## src/design/wdtc_cfg.svh

```systemverilog
`ifndef WDTC_CFG_SVH
`define WDTC_CFG_SVH

// Control register field positions
`define WDTC_SEL_MSB        2
`define WDTC_SEL_LSB        0
`define WDTC_EN_BIT         3
`define WDTC_TOE_BIT        4

// Reset values
`define WDTC_SEL_RST        3'h0
`define WDTC_CTL_RST        8'h00
`define WDTC_CNT_RST        22'h00_0000
`define WDTC_TOE_CNT_RST    3'h0

// Turn-off enable stays open for four system clock cycles
`define WDTC_TOE_CYCLES     3'h4
`define WDTC_TOE_DEC        3'h1

// Base timeout in oscillator cycles (select code zero)
`define WDTC_BASE_COUNT     22'h00_4000
`define WDTC_CNT_ONE        22'h00_0001

`endif

```

## src/design/wdtc_pkg.sv

```systemverilog
package wdtc_pkg;

  // Turn-off window state, Gray coded
  typedef enum logic [1:0]
  {
    WDTC_OFF_SHUT = 2'b00,
    WDTC_OFF_OPEN = 2'b01
  } wdtc_off_t;

endpackage : wdtc_pkg

```

## src/design/wdtc_osc_sync.sv

```systemverilog
`timescale 1ns/10ps
`default_nettype none

module wdtc_osc_sync
(
  input  wire logic i_clk,
  input  wire logic i_rstn,
  input  wire logic i_osc,
  output var  logic o_tick
);

  logic s1_q;
  logic s2_q;
  logic s3_q;
  logic lvl_q;
  logic lvl_d;
  logic tick_d;
  logic tick_q;

  // Level only moves once the second and third stages agree
  always_comb
  begin
    lvl_d  = (s2_q == s3_q) ? s3_q : lvl_q;
    tick_d = lvl_d & ~lvl_q;
  end

  // First stage feeds only the second one
  always_ff @(posedge i_clk or negedge i_rstn)
  begin
    if (!i_rstn)
    begin
      s1_q   <= 1'b0;
      s2_q   <= 1'b0;
      s3_q   <= 1'b0;
      lvl_q  <= 1'b0;
      tick_q <= 1'b0;
    end
    else
    begin
      s1_q   <= i_osc;
      s2_q   <= s1_q;
      s3_q   <= s2_q;
      lvl_q  <= lvl_d;
      tick_q <= tick_d;
    end
  end

  assign o_tick = tick_q;

endmodule : wdtc_osc_sync

`default_nettype wire

```

## src/design/wdtc_top.sv

```systemverilog
`timescale 1ns/10ps
`default_nettype none
`include "wdtc_cfg.svh"

module wdtc_top
  import wdtc_pkg::*;
#(
  parameter logic [21:0] BASE_COUNT = `WDTC_BASE_COUNT
)
(
  input  wire logic       i_clk,
  input  wire logic       i_rstn,
  input  wire logic       i_chip_rst,
  input  wire logic       i_wdt_osc,
  input  wire logic       i_restart,
  input  wire logic       i_ctl_we,
  input  wire logic [7:0] i_ctl_wdata,
  input  wire logic       i_cause_we,
  input  wire logic       i_cause_wdata,
  output var  logic [7:0] o_ctl_rdata,
  output var  logic       o_cause_flag,
  output var  logic       o_sys_rst
);

  // Timeout length for a select code
  function automatic logic [21:0] timeout_limit(input logic [2:0] sel);
    timeout_limit = BASE_COUNT << sel;
  endfunction : timeout_limit

  logic        tick;
  logic [2:0]  sel_q;
  logic [2:0]  sel_d;
  logic        en_q;
  logic        en_d;
  wdtc_off_t   off_q;
  wdtc_off_t   off_d;
  logic [2:0]  toe_cnt_q;
  logic [2:0]  toe_cnt_d;
  logic [21:0] cnt_q;
  logic [21:0] cnt_d;
  logic        rst_d;
  logic        rst_q;
  logic        flag_d;
  logic        flag_q;
  logic [7:0]  rdata_d;
  logic [7:0]  rdata_q;
  logic        expire;
  logic        toe_q;
  logic        wr_en;
  logic        wr_toe;

  assign toe_q  = (off_q == WDTC_OFF_OPEN);
  assign wr_en  = i_ctl_wdata[`WDTC_EN_BIT];
  assign wr_toe = i_ctl_wdata[`WDTC_TOE_BIT];

  // Oscillator sampled into the system clock domain
  wdtc_osc_sync u_osc_sync
  (
    .i_clk  (i_clk),
    .i_rstn (i_rstn),
    .i_osc  (i_wdt_osc),
    .o_tick (tick)
  );

  // Control register and turn-off window
  always_comb
  begin
    sel_d     = sel_q;
    en_d      = en_q;
    off_d     = off_q;
    toe_cnt_d = toe_cnt_q;
    if (off_q == WDTC_OFF_OPEN)
    begin
      toe_cnt_d = toe_cnt_q - `WDTC_TOE_DEC;
      if (toe_cnt_q == `WDTC_TOE_DEC)
      begin
        off_d = WDTC_OFF_SHUT;
      end
    end
    if (i_ctl_we)
    begin
      sel_d = i_ctl_wdata[`WDTC_SEL_MSB:`WDTC_SEL_LSB];
      if (wr_en)
      begin
        en_d = 1'b1;
      end
      else if (toe_q)
      begin
        en_d = 1'b0;
      end
      // A fresh arm only starts from a shut window; no reload
      if (wr_toe && (off_q == WDTC_OFF_SHUT))
      begin
        off_d     = WDTC_OFF_OPEN;
        toe_cnt_d = `WDTC_TOE_CYCLES;
      end
    end
    if (i_chip_rst)
    begin
      sel_d     = `WDTC_SEL_RST;
      en_d      = 1'b0;
      off_d     = WDTC_OFF_SHUT;
      toe_cnt_d = `WDTC_TOE_CNT_RST;
    end
  end

  always_ff @(posedge i_clk or negedge i_rstn)
  begin
    if (!i_rstn)
    begin
      sel_q     <= `WDTC_SEL_RST;
      en_q      <= 1'b0;
      off_q     <= WDTC_OFF_SHUT;
      toe_cnt_q <= `WDTC_TOE_CNT_RST;
    end
    else
    begin
      sel_q     <= sel_d;
      en_q      <= en_d;
      off_q     <= off_d;
      toe_cnt_q <= toe_cnt_d;
    end
  end

  // Expiry uses >= so a smaller select takes effect at once
  assign expire = tick && en_q &&
                  (cnt_q >= timeout_limit(sel_q) - `WDTC_CNT_ONE);

  // Counter, reset pulse and cause flag
  always_comb
  begin
    cnt_d  = cnt_q;
    rst_d  = 1'b0;
    flag_d = flag_q;
    if (i_cause_we && !i_cause_wdata)
    begin
      flag_d = 1'b0;
    end
    if (!en_q || i_restart || i_chip_rst)
    begin
      cnt_d = `WDTC_CNT_RST;
    end
    else if (expire)
    begin
      cnt_d  = `WDTC_CNT_RST;
      rst_d  = 1'b1;
      flag_d = 1'b1;
    end
    else if (tick)
    begin
      cnt_d = cnt_q + `WDTC_CNT_ONE;
    end
    rdata_d = {3'h0, toe_q, en_d, sel_d};
    rdata_d[`WDTC_TOE_BIT] = (off_d == WDTC_OFF_OPEN);
  end

  // Flag survives chip resets; power-on or a cause write of zero clears it
  always_ff @(posedge i_clk or negedge i_rstn)
  begin
    if (!i_rstn)
    begin
      cnt_q   <= `WDTC_CNT_RST;
      rst_q   <= 1'b0;
      flag_q  <= 1'b0;
      rdata_q <= `WDTC_CTL_RST;
    end
    else
    begin
      cnt_q   <= cnt_d;
      rst_q   <= rst_d;
      flag_q  <= flag_d;
      rdata_q <= rdata_d;
    end
  end

  assign o_ctl_rdata  = rdata_q;
  assign o_cause_flag = flag_q;
  assign o_sys_rst    = rst_q;
endmodule : wdtc_top

`default_nettype wire

```

## config.mk

```make
export PLATFORM = sky130hd
export DESIGN_NAME = wdtc_top
export DESIGN_NICKNAME = d
export VERILOG_FILES = /design/src/design/wdtc_pkg.sv /design/src/design/wdtc_osc_sync.sv /design/src/design/wdtc_top.sv
export VERILOG_INCLUDE_DIRS = /design/src /design/src/design
export SDC_FILE = /design/constraint.sdc
export NUM_CORES = 1
export LEC_CHECK = 0
export ABC_AREA = 1
export BUFFER_PORTS_ARGS = -buffer_cell sky130_fd_sc_hd__buf_2
export CAP_MARGIN = 20
export CORE_MARGIN = 1
export CORE_UTILIZATION = 53
export DETAILED_ROUTE_END_ITERATION = 12
export PLACE_DENSITY = 0.73
export SKIP_CTS_REPAIR_TIMING = 1
export SYNTH_ARGS = -nofsm -noshare
export SYNTH_HDL_FRONTEND = slang
export SYNTH_SLANG_ARGS = --single-unit
```

## constraint.sdc

```tcl
create_clock -name i_clk -period 1.9 [get_ports i_clk]
set_input_delay 0.285 -clock i_clk [delete_from_list [all_inputs] [get_ports i_clk]]
set_output_delay 0.285 -clock i_clk [all_outputs]
set_load 0.03 [all_outputs]
```

==> impl_metrics.toml, run 1 <==
[critical_path]
crit_chain = "a21oi_2, ha_1, nand2_1, inv_1, nand2_1, nand2_1, a21oi_1, nand2_1, nand2_2, nand2_4, clkbuf_16, a21oi_1"
crit_path_start_kind = "register"
slowest_stage = "dfrtp_2"
worstSetupEndpointType = "register"
reg2reg_slack_ns = 0.04
r2r-start = "sel_q[1]"
r2r.worst_path.cells = 12
crit_fanout = 7
worstPathRequired_ns = 2.12
path_delay_family = "flip-flops"
critPathBufInv = 2
cp_slowest_stage_delay_ns = 0.46
r2r-end = "cnt_q[1]"
path_class = "reg2reg"
worstPathArrival_ns = 2.08
cpMostUsedCell = "nand2_1"

[synthesis]
yosysMostFrequentCell = "nand2_1"
muxShareOfSynthArea_pct = 0
synth-simple-area-share_pct = 33.6
synth.top_cell.area_share_pct = 41.8
syn_inst = 297
syn_area_sq_um = 2330
synthFlopType = "dfrtp_1"
async_reset_ff_share_pct = 100
synth_fa_ha_area_share_pct = 6.32
synth.area.top_cells = "dfrtp_1 (42%), nand2_1 (10%), inv_1 (6.3%), nor2_1 (6.3%), ha_1 (5.9%)"
synth_xor_xnor_area_share_pct = 2.25
synth_cell_type_count = 36
synth.avg_cell_area_sq_um = 7.86
yosys.area.top_type = "dfrtp_1"
yosys_register_bits = 39
yosysWarnings = 0
synth_compound_area_share_pct = 6.16
synth_top_family_by_area = "simple AND/OR/NAND/NOR gates"
seq_area_frac_synth_pct = 41.8
synth_edf_count = 0
synth_common_cells = "nand2_1 (63), dfrtp_1 (39), inv_1 (39), nor2_1 (39), nor3_1 (14)"

[clock_tree]
cts_buffers = 5
htreeDepth = 2
cts_tree = "done"
cts.path.max_buffers = 2
clock-sinks = 39
clkSlewWorstSetupHoldPaths_ns = 0.08
insertion_delay_ns = 0.30
cts-root-buf = "clkbuf_8"

[worst_hold_path]
min_to = "u_osc_sync.s1_q"
hp-start = "i_wdt_osc"
holdPathStages = 1
holdCritPathClass = "in2reg"

[drt]
drt-total-wl_um = 4860
first_pass_iters = 4
drt-initial-drc-count = 126
drc = 0
routed_via_density = 5.07
routedWlPerCell_um = 12.8
vias = 1921
ant_nets = 0

[global_route]
grt_pass1_wl_um = 7910
overflow = 0
antenna_found_initial = 0
grt_pass1_vias = 1769
grt_start_max_net_pins = 22
track_usage_pct = 23.4

[timing]
fmax_ghz = 0.538
fin_crit_sh_pct = 97.8
drv_slew = 0
setup_viol = 0
setup_ws_ns = 0.0425
tightest_slew_ns = 0.592
grt_setup_unrepaired = "true"
finClkSkew_ns = 0.0142
min_period_ns = 1.86
finalHoldViolations = 0
slew_headroom_pct = 60.2

[power]
seqPwrFrac_pct = 54.7
clkPwrFrac_pct = 34.2
p_leak_nw = 1.24
p_sw_share_pct = 26.7
powerDensity_nw_per_um2 = 577
switchingPower_mw = 0.425
p_comb_share_pct = 11.1
intPower_mw = 1.17
vdd_drop_max_mv = 0.528

[job]
drv_cap = 0

[floorplanning]
fp.dieH_um = 68.4
row_count = 23
die_area_sq_um = 4670
io_pins = 26
core_area_sq_um = 4120
die_x_um = 68.4
initial_utilization_pct = 56.7

[placed_design]
dp_hpwl_um = 3430
gp_congestion = 0.823
pre_cts_ws_ns = 0.0514
io_buffers = 19

[run_status]
outcome = "completed"

[finish]
synthToLayoutAreaGrowth_pct = 18.2
antenna_cells = 0
final_util_pct = 67.0
nFillCells = 328
drive_above_1_share_pct = 25.2
layout.nets = 356
## routing by layer
metal	vias to the layer above	GRT usage (%)	part of all wire, %
li1	1002	-	-
met1	878	31.0	49
met2	32	36.8	46
met3	9	5.50	2.9
met4	0	8.59	2.2
met5	-	0	0
## metrics by stage
stage	total power, mW	TNS, ns	std cells	instance area, sq um	hold WS [ns]
floorplan	0.984	0	299	2340	-0.0106
global placement	1.04	0	366	2510	0.264
detailed placement	1.04	0	366	2510	0.262
CTS	1.58	0	373	2590	-0.0555
global route	1.67	-1.33	379	2760	0.0718
finish	1.59	0	379	2760	0.0930
## power by group through the flow
stage               logic, mW  registers, mW  clock network (mW)
floorplan              0.0949          0.889                   0
global placement        0.157          0.885                   0
detailed placement      0.158          0.886                   0
CTS                     0.159          0.869               0.554
global route            0.199          0.874               0.599
finish                  0.177          0.871               0.544
## flip-flops by register name (all words and copies together) (netlist names)
signal,cells
toe_cnt_q,3
o_ctl_rdata,3
sel_q,2
off_q,2
u_osc_sync.o_tick,1
u_osc_sync.s3_q,1
o_cause_flag,1
u_osc_sync.lvl_q,1
u_osc_sync.s1_q,1
cnt_q,22
u_osc_sync.s2_q,1
o_sys_rst,1
## cell families after synthesis
family | after synthesis
XOR/XNOR | 6
AND/OR/NAND/NOR | 163
flip-flops | 39
adder cells (fa/ha/maj) | 12
other | 2
AO/OA/AOI/OAI | 24
buffers and inverters | 51
## how the worst max path moves through the flow
| stage | from | endpoint | slack (ns) | cells after the start |
|---|---|---|---|---|
| after floorplan | o_ctl_rdata[2] | cnt_q[9] | 0.03 | 12 |
| final | sel_q[1] | cnt_q[1] | 0.04 | 12 |
| after detailed placement | o_ctl_rdata[2] | cnt_q[4] | 0.05 | 12 |
| after global placement | sel_q[1] | cnt_q[3] | 0.09 | 12 |
| after CTS | o_ctl_rdata[2] | cnt_q[4] | 0.01 | 12 |
| after global routing | sel_q[1] | cnt_q[8] | -0.1 | 12 |
## cell type report
class,count,area (sq um),area share (%)
repair buffers,31,251,9.12
well taps,50,62.6,2.27
flip-flops and latches,39,980,35.5
clock buffers,5,68.8,2.49
multi-input cells,209,1220,44.3
inverters,43,161,5.85
clock inverters,2,13.8,0.499
## cell usage in the layout, fill, tap and decap left out, types with 2 or more instances in the layout
cell	Yosys	final
nor3_2	4	8
a21oi_1	7	6
nand3_1	12	11
nor2_4	4	4
nand4_1	8	8
buf_2	1	19
o21bai_2	2	2
nand3_2	1	2
inv_1	39	38
buf_12	0	2
nor3_1	14	9
ha_1	11	9
clkbuf_8	0	5
xor2_1	5	5
nor2_1	39	36
nand2_1	63	63
nor2_2	4	7
ha_4	0	2
buf_4	4	6
inv_2	4	5
nand2_2	8	7
conb_1	2	4
dfrtp_2	0	3
nor3_4	1	2
dfrtp_1	39	36
clkbuf_16	0	2
o21ai_0	10	9
Power figures use the tool's default switching activity.
==> run 2, diff against run 1 <==
--- a/config.mk
+++ b/config.mk
@@ -11,3 +11,3 @@
 export CAP_MARGIN = 20
-export CORE_MARGIN = 1
+export CORE_ASPECT_RATIO = 1.5
 export CORE_UTILIZATION = 53
--- a/constraint.sdc
+++ b/constraint.sdc
@@ -3,2 +3,2 @@
 set_output_delay 0.285 -clock i_clk [all_outputs]
-set_load 0.03 [all_outputs]
+set_load 0.005 [all_outputs]
==> impl_metrics.toml, run 2 (synthesized netlist as in run 1, its figures left out) <==
[worst_hold_path]
holdCritPathClass = "in2reg"

[clock_tree]
clock-sinks = 39
clkSlewWorstSetupHoldPaths_ns = 0.08
cts_buffers = 5
insertion_delay_ns = 0.30
htreeDepth = 2
cts-root-buf = "clkbuf_8"
cts.path.max_buffers = 2
cts_tree = "done"

[global_route]
antenna_found_initial = 0
overflow = 0
track_usage_pct = 21.6
grt_pass1_vias = 1854
grt_pass1_wl_um = 7870
grt_start_max_net_pins = 40

[floorplanning]
initial_utilization_pct = 55.5
io_pins = 26
core_area_sq_um = 4210
fp.dieH_um = 83.3
die_x_um = 56.2
die_area_sq_um = 4680
row_count = 29

[timing]
fmax_ghz = 0.533
min_period_ns = 1.87
grt_setup_unrepaired = "true"
tightest_slew_ns = 0.523
drv_slew = 0
finalHoldViolations = 0
fin_crit_sh_pct = 98.7
finClkSkew_ns = 0.00752
setup_viol = 0
slew_headroom_pct = 64.9

[critical_path]
slowest_stage = "dfrtp_2"
worstPathArrival_ns = 2.07
cp_slowest_stage_delay_ns = 0.43
crit_fanout = 8
worstSetupEndpointType = "register"
worstPathRequired_ns = 2.09
crit_chain = "nand3_1, ha_1, nand2_2, nor2_4, nand2_1, nor2_1, nand2_1, nand2_1, nand2_2, nand2_4, clkbuf_16, nor3_2"
reg2reg_slack_ns = 0.03
cpMostUsedCell = "nand2_1"
crit_path_start_kind = "register"
path_class = "reg2reg"

[finish]
layout.nets = 357
stdcell_area_sq_um = 2740
antenna_cells = 0
drive_above_1_share_pct = 25.1
final_cell_mix = "nand2_1 (61), inv_1 (39), nor2_1 (37)"
largest_register_ffs = 22
final_common_cell = "nand2_1"
final_util_pct = 65.2
largest_register = "cnt_q"
stdcell_count = 377
synthToLayoutAreaGrowth_pct = 17.5

[power]
p_leak_nw = 1.24
vdd_drop_max_mv = 0.557
powerDensity_nw_per_um2 = 575

[drt]
first_pass_iters = 4
drt-total-wl_um = 4860
routedWlPerCell_um = 12.9
ant_nets = 0
routed_via_density = 5.16
drt-initial-drc-count = 34
drc = 0
vias = 1945

[placed_design]
dp_hpwl_um = 3380
io_buffers = 19
dpl-instance-area_sq_um = 2520
gp_congestion = 0.863
place_inst = 364

[run_status]
outcome = "completed"

[job]
drv_cap = 0
## run 2: metrics by stage
stage               TNS [ns]  setup slack (ns)  hold slack, ns  power (mW)
floorplan                  0             0.221         -0.0106       0.964
global placement           0            0.0606           0.272        1.02
detailed placement  -0.00739          -0.00739           0.269        1.02
CTS                  -0.0565           -0.0191         -0.0482        1.58
global route           -1.61            -0.100          0.0792        1.64
finish                     0            0.0252          0.0926        1.58
## run 2: worst max-delay path, delay by kind of cell (launching register included)
family                     cells  cell delay [ns]
adders and majority gates      1             0.30
and+or+nand+nor               10             0.87
DFF                            1             0.43
buffers and inverters          1             0.17
## run 2: power breakdown
group	total [mW]	internal, mW	switching [mW]
combinational	0.154	0.0633	0.0908
clock	0.554	0.258	0.296
sequential	0.871	0.852	0.0193
## run 2: metal layers
| layer | vias to the layer above | part of all wire [%] | track usage (%) |
|---|---|---|---|
| met5 | - | 0 | 0 |
| met4 | 0 | 2.4 | 10.9 |
| met3 | 9 | 2.5 | 4.21 |
| met2 | 36 | 53 | 38.5 |
| met1 | 901 | 42 | 23.7 |
| li1 | 999 | - | - |
## run 2: worst paths after layout
| check | endpoint | startpoint | depth (start not counted) |
|---|---|---|---|
| max reg2reg | cnt_q[14] | o_ctl_rdata[2] | 12 |
| min reg2reg | u_osc_sync.s2_q | u_osc_sync.s1_q | 0 |
| min in group asynchronous | cnt_q[10] | i_rstn | 3 |
| min | u_osc_sync.s1_q | i_wdt_osc | 1 |
| max | cnt_q[14] | o_ctl_rdata[2] | 12 |
| max in group asynchronous | o_ctl_rdata[2] | i_rstn | 3 |
## run 2: layout make-up
| class | count | area [sq um] |
|---|---|---|
| Tap cell | 46 | 57.6 |
| Clock buffer | 7 | 76.3 |
| Fill cell | 371 | 1470 |
| Clock inverter | 1 | 5.00 |
| Multi-Input combinational cell | 209 | 1200 |
| Sequential cell | 39 | 980 |
| Timing Repair Buffer | 32 | 259 |
| Inverter | 43 | 161 |
==> run 3, diff against run 2 <==
ABC_AREA = not set   (was 1)
CTS_BUF_LIST = sky130_fd_sc_hd__clkbuf_4 sky130_fd_sc_hd__clkbuf_8   (was not set)
PLACE_DENSITY = 0.74   (was 0.73)
==> impl_metrics.toml, run 3 <==
[timing]
min_period_ns = 1.88
slew_headroom_pct = 63.1
grt_setup_unrepaired = "true"
finalHoldViolations = 0
fin_crit_sh_pct = 99.0
setup_ws_ns = 0.0193
drv_slew = 0
fmax_ghz = 0.532
finClkSkew_ns = 0.00358
fin_setup_tns_ns = 0
setup_viol = 0
tightest_slew_ns = 0.546

[finish]
layout.nets = 290
synthToLayoutAreaGrowth_pct = 33.0
stdcell_count = 307
drive_above_1_share_pct = 37.5
nFillCells = 269
largest_register_ffs = 22
largest_register = "cnt_q"
seq_area_sq_um = 983
antenna_cells = 0
multi_input_area_sq_um = 1160
final_cell_mix = "dfrtp_1 (33), buf_4 (32), buf_2 (19)"
final_common_cell = "dfrtp_1"

[floorplanning]
fp.dieH_um = 78.6
row_count = 27
die_area_sq_um = 4180
io_pins = 26
initial_utilization_pct = 55.9
core_area_sq_um = 3720
die_x_um = 53.1

[critical_path]
worstPathRequired_ns = 2.11
r2r.worst_path.cells = 4
cp.depth = 4
critPathBufInv = 0
path_class = "reg2reg"
worstPathArrival_ns = 2.09
crit_fanout = 8
crit_chain = "nand4_2, or4_4, or4_4, a211oi_2"
worstSetupEndpointType = "register"
path_delay_family = "simple AND/OR/NAND/NOR gates"
cp_slowest_stage_delay_ns = 0.62
cpMostUsedCell = "or4_4"
crit_path_start_kind = "register"
reg2reg_slack_ns = 0.02
slowest_stage = "or4_4"

[drt]
vias = 1778
drt-initial-drc-count = 42
ant_nets = 0
routedWlPerCell_um = 15.5
first_pass_iters = 5
drc = 0
drt-total-wl_um = 4750
routed_via_density = 5.79

[job]
drv_cap = 0

[global_route]
grt_pass1_vias = 1682
antenna_found_initial = 0
grt_start_max_net_pins = 40
track_usage_pct = 23.9
grt_pass1_wl_um = 7330
overflow = 0

[clock_tree]
cts_tree = "done"
clkSlewWorstSetupHoldPaths_ns = 0.08
cts-root-buf = "clkbuf_8"
cts.path.max_buffers = 2
clock-sinks = 39
htreeDepth = 2
cts_buffers = 5
insertion_delay_ns = 0.29

[worst_hold_path]
holdCritPathClass = "in2async"

[synthesis]
synthFlopType = "dfrtp_1"
synth_xor_xnor_area_share_pct = 5.91
synth.avg_cell_area_sq_um = 9.75
yosysMostFrequentCell = "dfrtp_1"
synth_common_cells = "dfrtp_1 (39), nor3_1 (19), nand2_1 (17), nor2_1 (12)"
yosysWarnings = 0
synth-simple-area-share_pct = 22.9
synth_compound_area_share_pct = 10.1
synth.top_cell.area_share_pct = 47.0
synth_fa_ha_area_share_pct = 7.11
synth_cell_type_count = 36
syn_inst = 213
yosys_register_bits = 39
async_reset_ff_share_pct = 100
yosys.area.top_type = "dfrtp_1"
synth_edf_count = 0
synth_top_family_by_area = "simple AND/OR/NAND/NOR gates"
muxShareOfSynthArea_pct = 1.45
seq_area_frac_synth_pct = 47.0
synth.area.top_cells = "dfrtp_1 (47%), ha_1 (6.6%), nor3_1 (4.6%), xnor2_1 (3.8%), a211oi_1 (3.3%)"
syn_area_sq_um = 2080

[run_status]
outcome = "completed"

[placed_design]
gp_congestion = 0.829
place_inst = 292
io_buffers = 19
dp_hpwl_um = 3070
pre_cts_ws_ns = -0.170

[power]
clkPwrFrac_pct = 45.2
seqPwrFrac_pct = 47.4
p_sw_share_pct = 21.2
vdd_drop_max_mv = 0.695
powerDensity_nw_per_um2 = 666
p_leak_nw = 1.16
switchingPower_mw = 0.390
intPower_mw = 1.45
p_comb_share_pct = 7.3
run 3: changes by cell type after synthesis, sizes merged, moves of 2 or more:
cell and delta:
a211oi +8, and4 +2, buf -2, clkbuf +8, inv -34, mux2i +3, nand2 -54, nand3 -2
nor2 -35, nor4 +2, o21bai -3, or3 +8, or4 +2, xnor2 +8
run 3: power by group through the flow:
stage | registers (mW) | logic [mW] | clock network (mW)
after floorplan | 0.879 | 0.0739 | 0
after global placement | 0.882 | 0.123 | 0
after detailed placement | 0.884 | 0.126 | 0
after CTS | 0.867 | 0.127 | 0.841
after global routing | 0.875 | 0.153 | 0.881
final | 0.873 | 0.135 | 0.832
run 3: stage by stage:
stage                     utilization (%)  cell area [sq um]  hold WS [ns]  total power [mW]
after floorplan                         -               2090       -0.0106             0.952
after global placement               64.9               2410         0.334              1.01
after detailed placement             64.9               2410         0.340              1.01
after CTS                            68.6               2550        0.0517              1.84
after global routing                 74.3               2760        0.0705              1.91
final                                74.3               2760        0.0253              1.84
run 3: worst paths after layout:
check,from,to
max,cnt_q[2],cnt_q[21]
max in group asynchronous,i_rstn,cnt_q[3]
min,i_rstn,cnt_q[8]
max reg2reg,cnt_q[2],cnt_q[21]
min reg2reg,u_osc_sync.s1_q,u_osc_sync.s2_q
min in group i_clk,i_wdt_osc,u_osc_sync.s1_q
run 3: cell families after synthesis:
kind of cell | after synthesis
adders and majority gates | 12
AOI/OAI and AO/OA | 33
buffers and inverters | 23
muxes | 3
and+or+nand+nor | 87
DFF | 39
xor gates and xnor gates | 14
other | 2
run 3: cell type report:
| cell class | instances | area share [%] |
|---|---|---|
| Inverter | 9 | 1.22 |
| Multi-Input combinational cell | 153 | 41.9 |
| Sequential cell | 39 | 35.6 |
| Timing Repair Buffer | 55 | 14.4 |
| Clock buffer | 6 | 2.76 |
| Clock inverter | 2 | 2.17 |
| Tap cell | 43 | 1.95 |
run 3: routing by layer:
metal  up-vias  track usage [%]  share of wire (%)
met4         0             10.5                1.7
li1        856                -                  -
met5         -                0                  0
met2        46             41.4                 54
met3        10             5.62                3.9
met1       866             26.7                 41
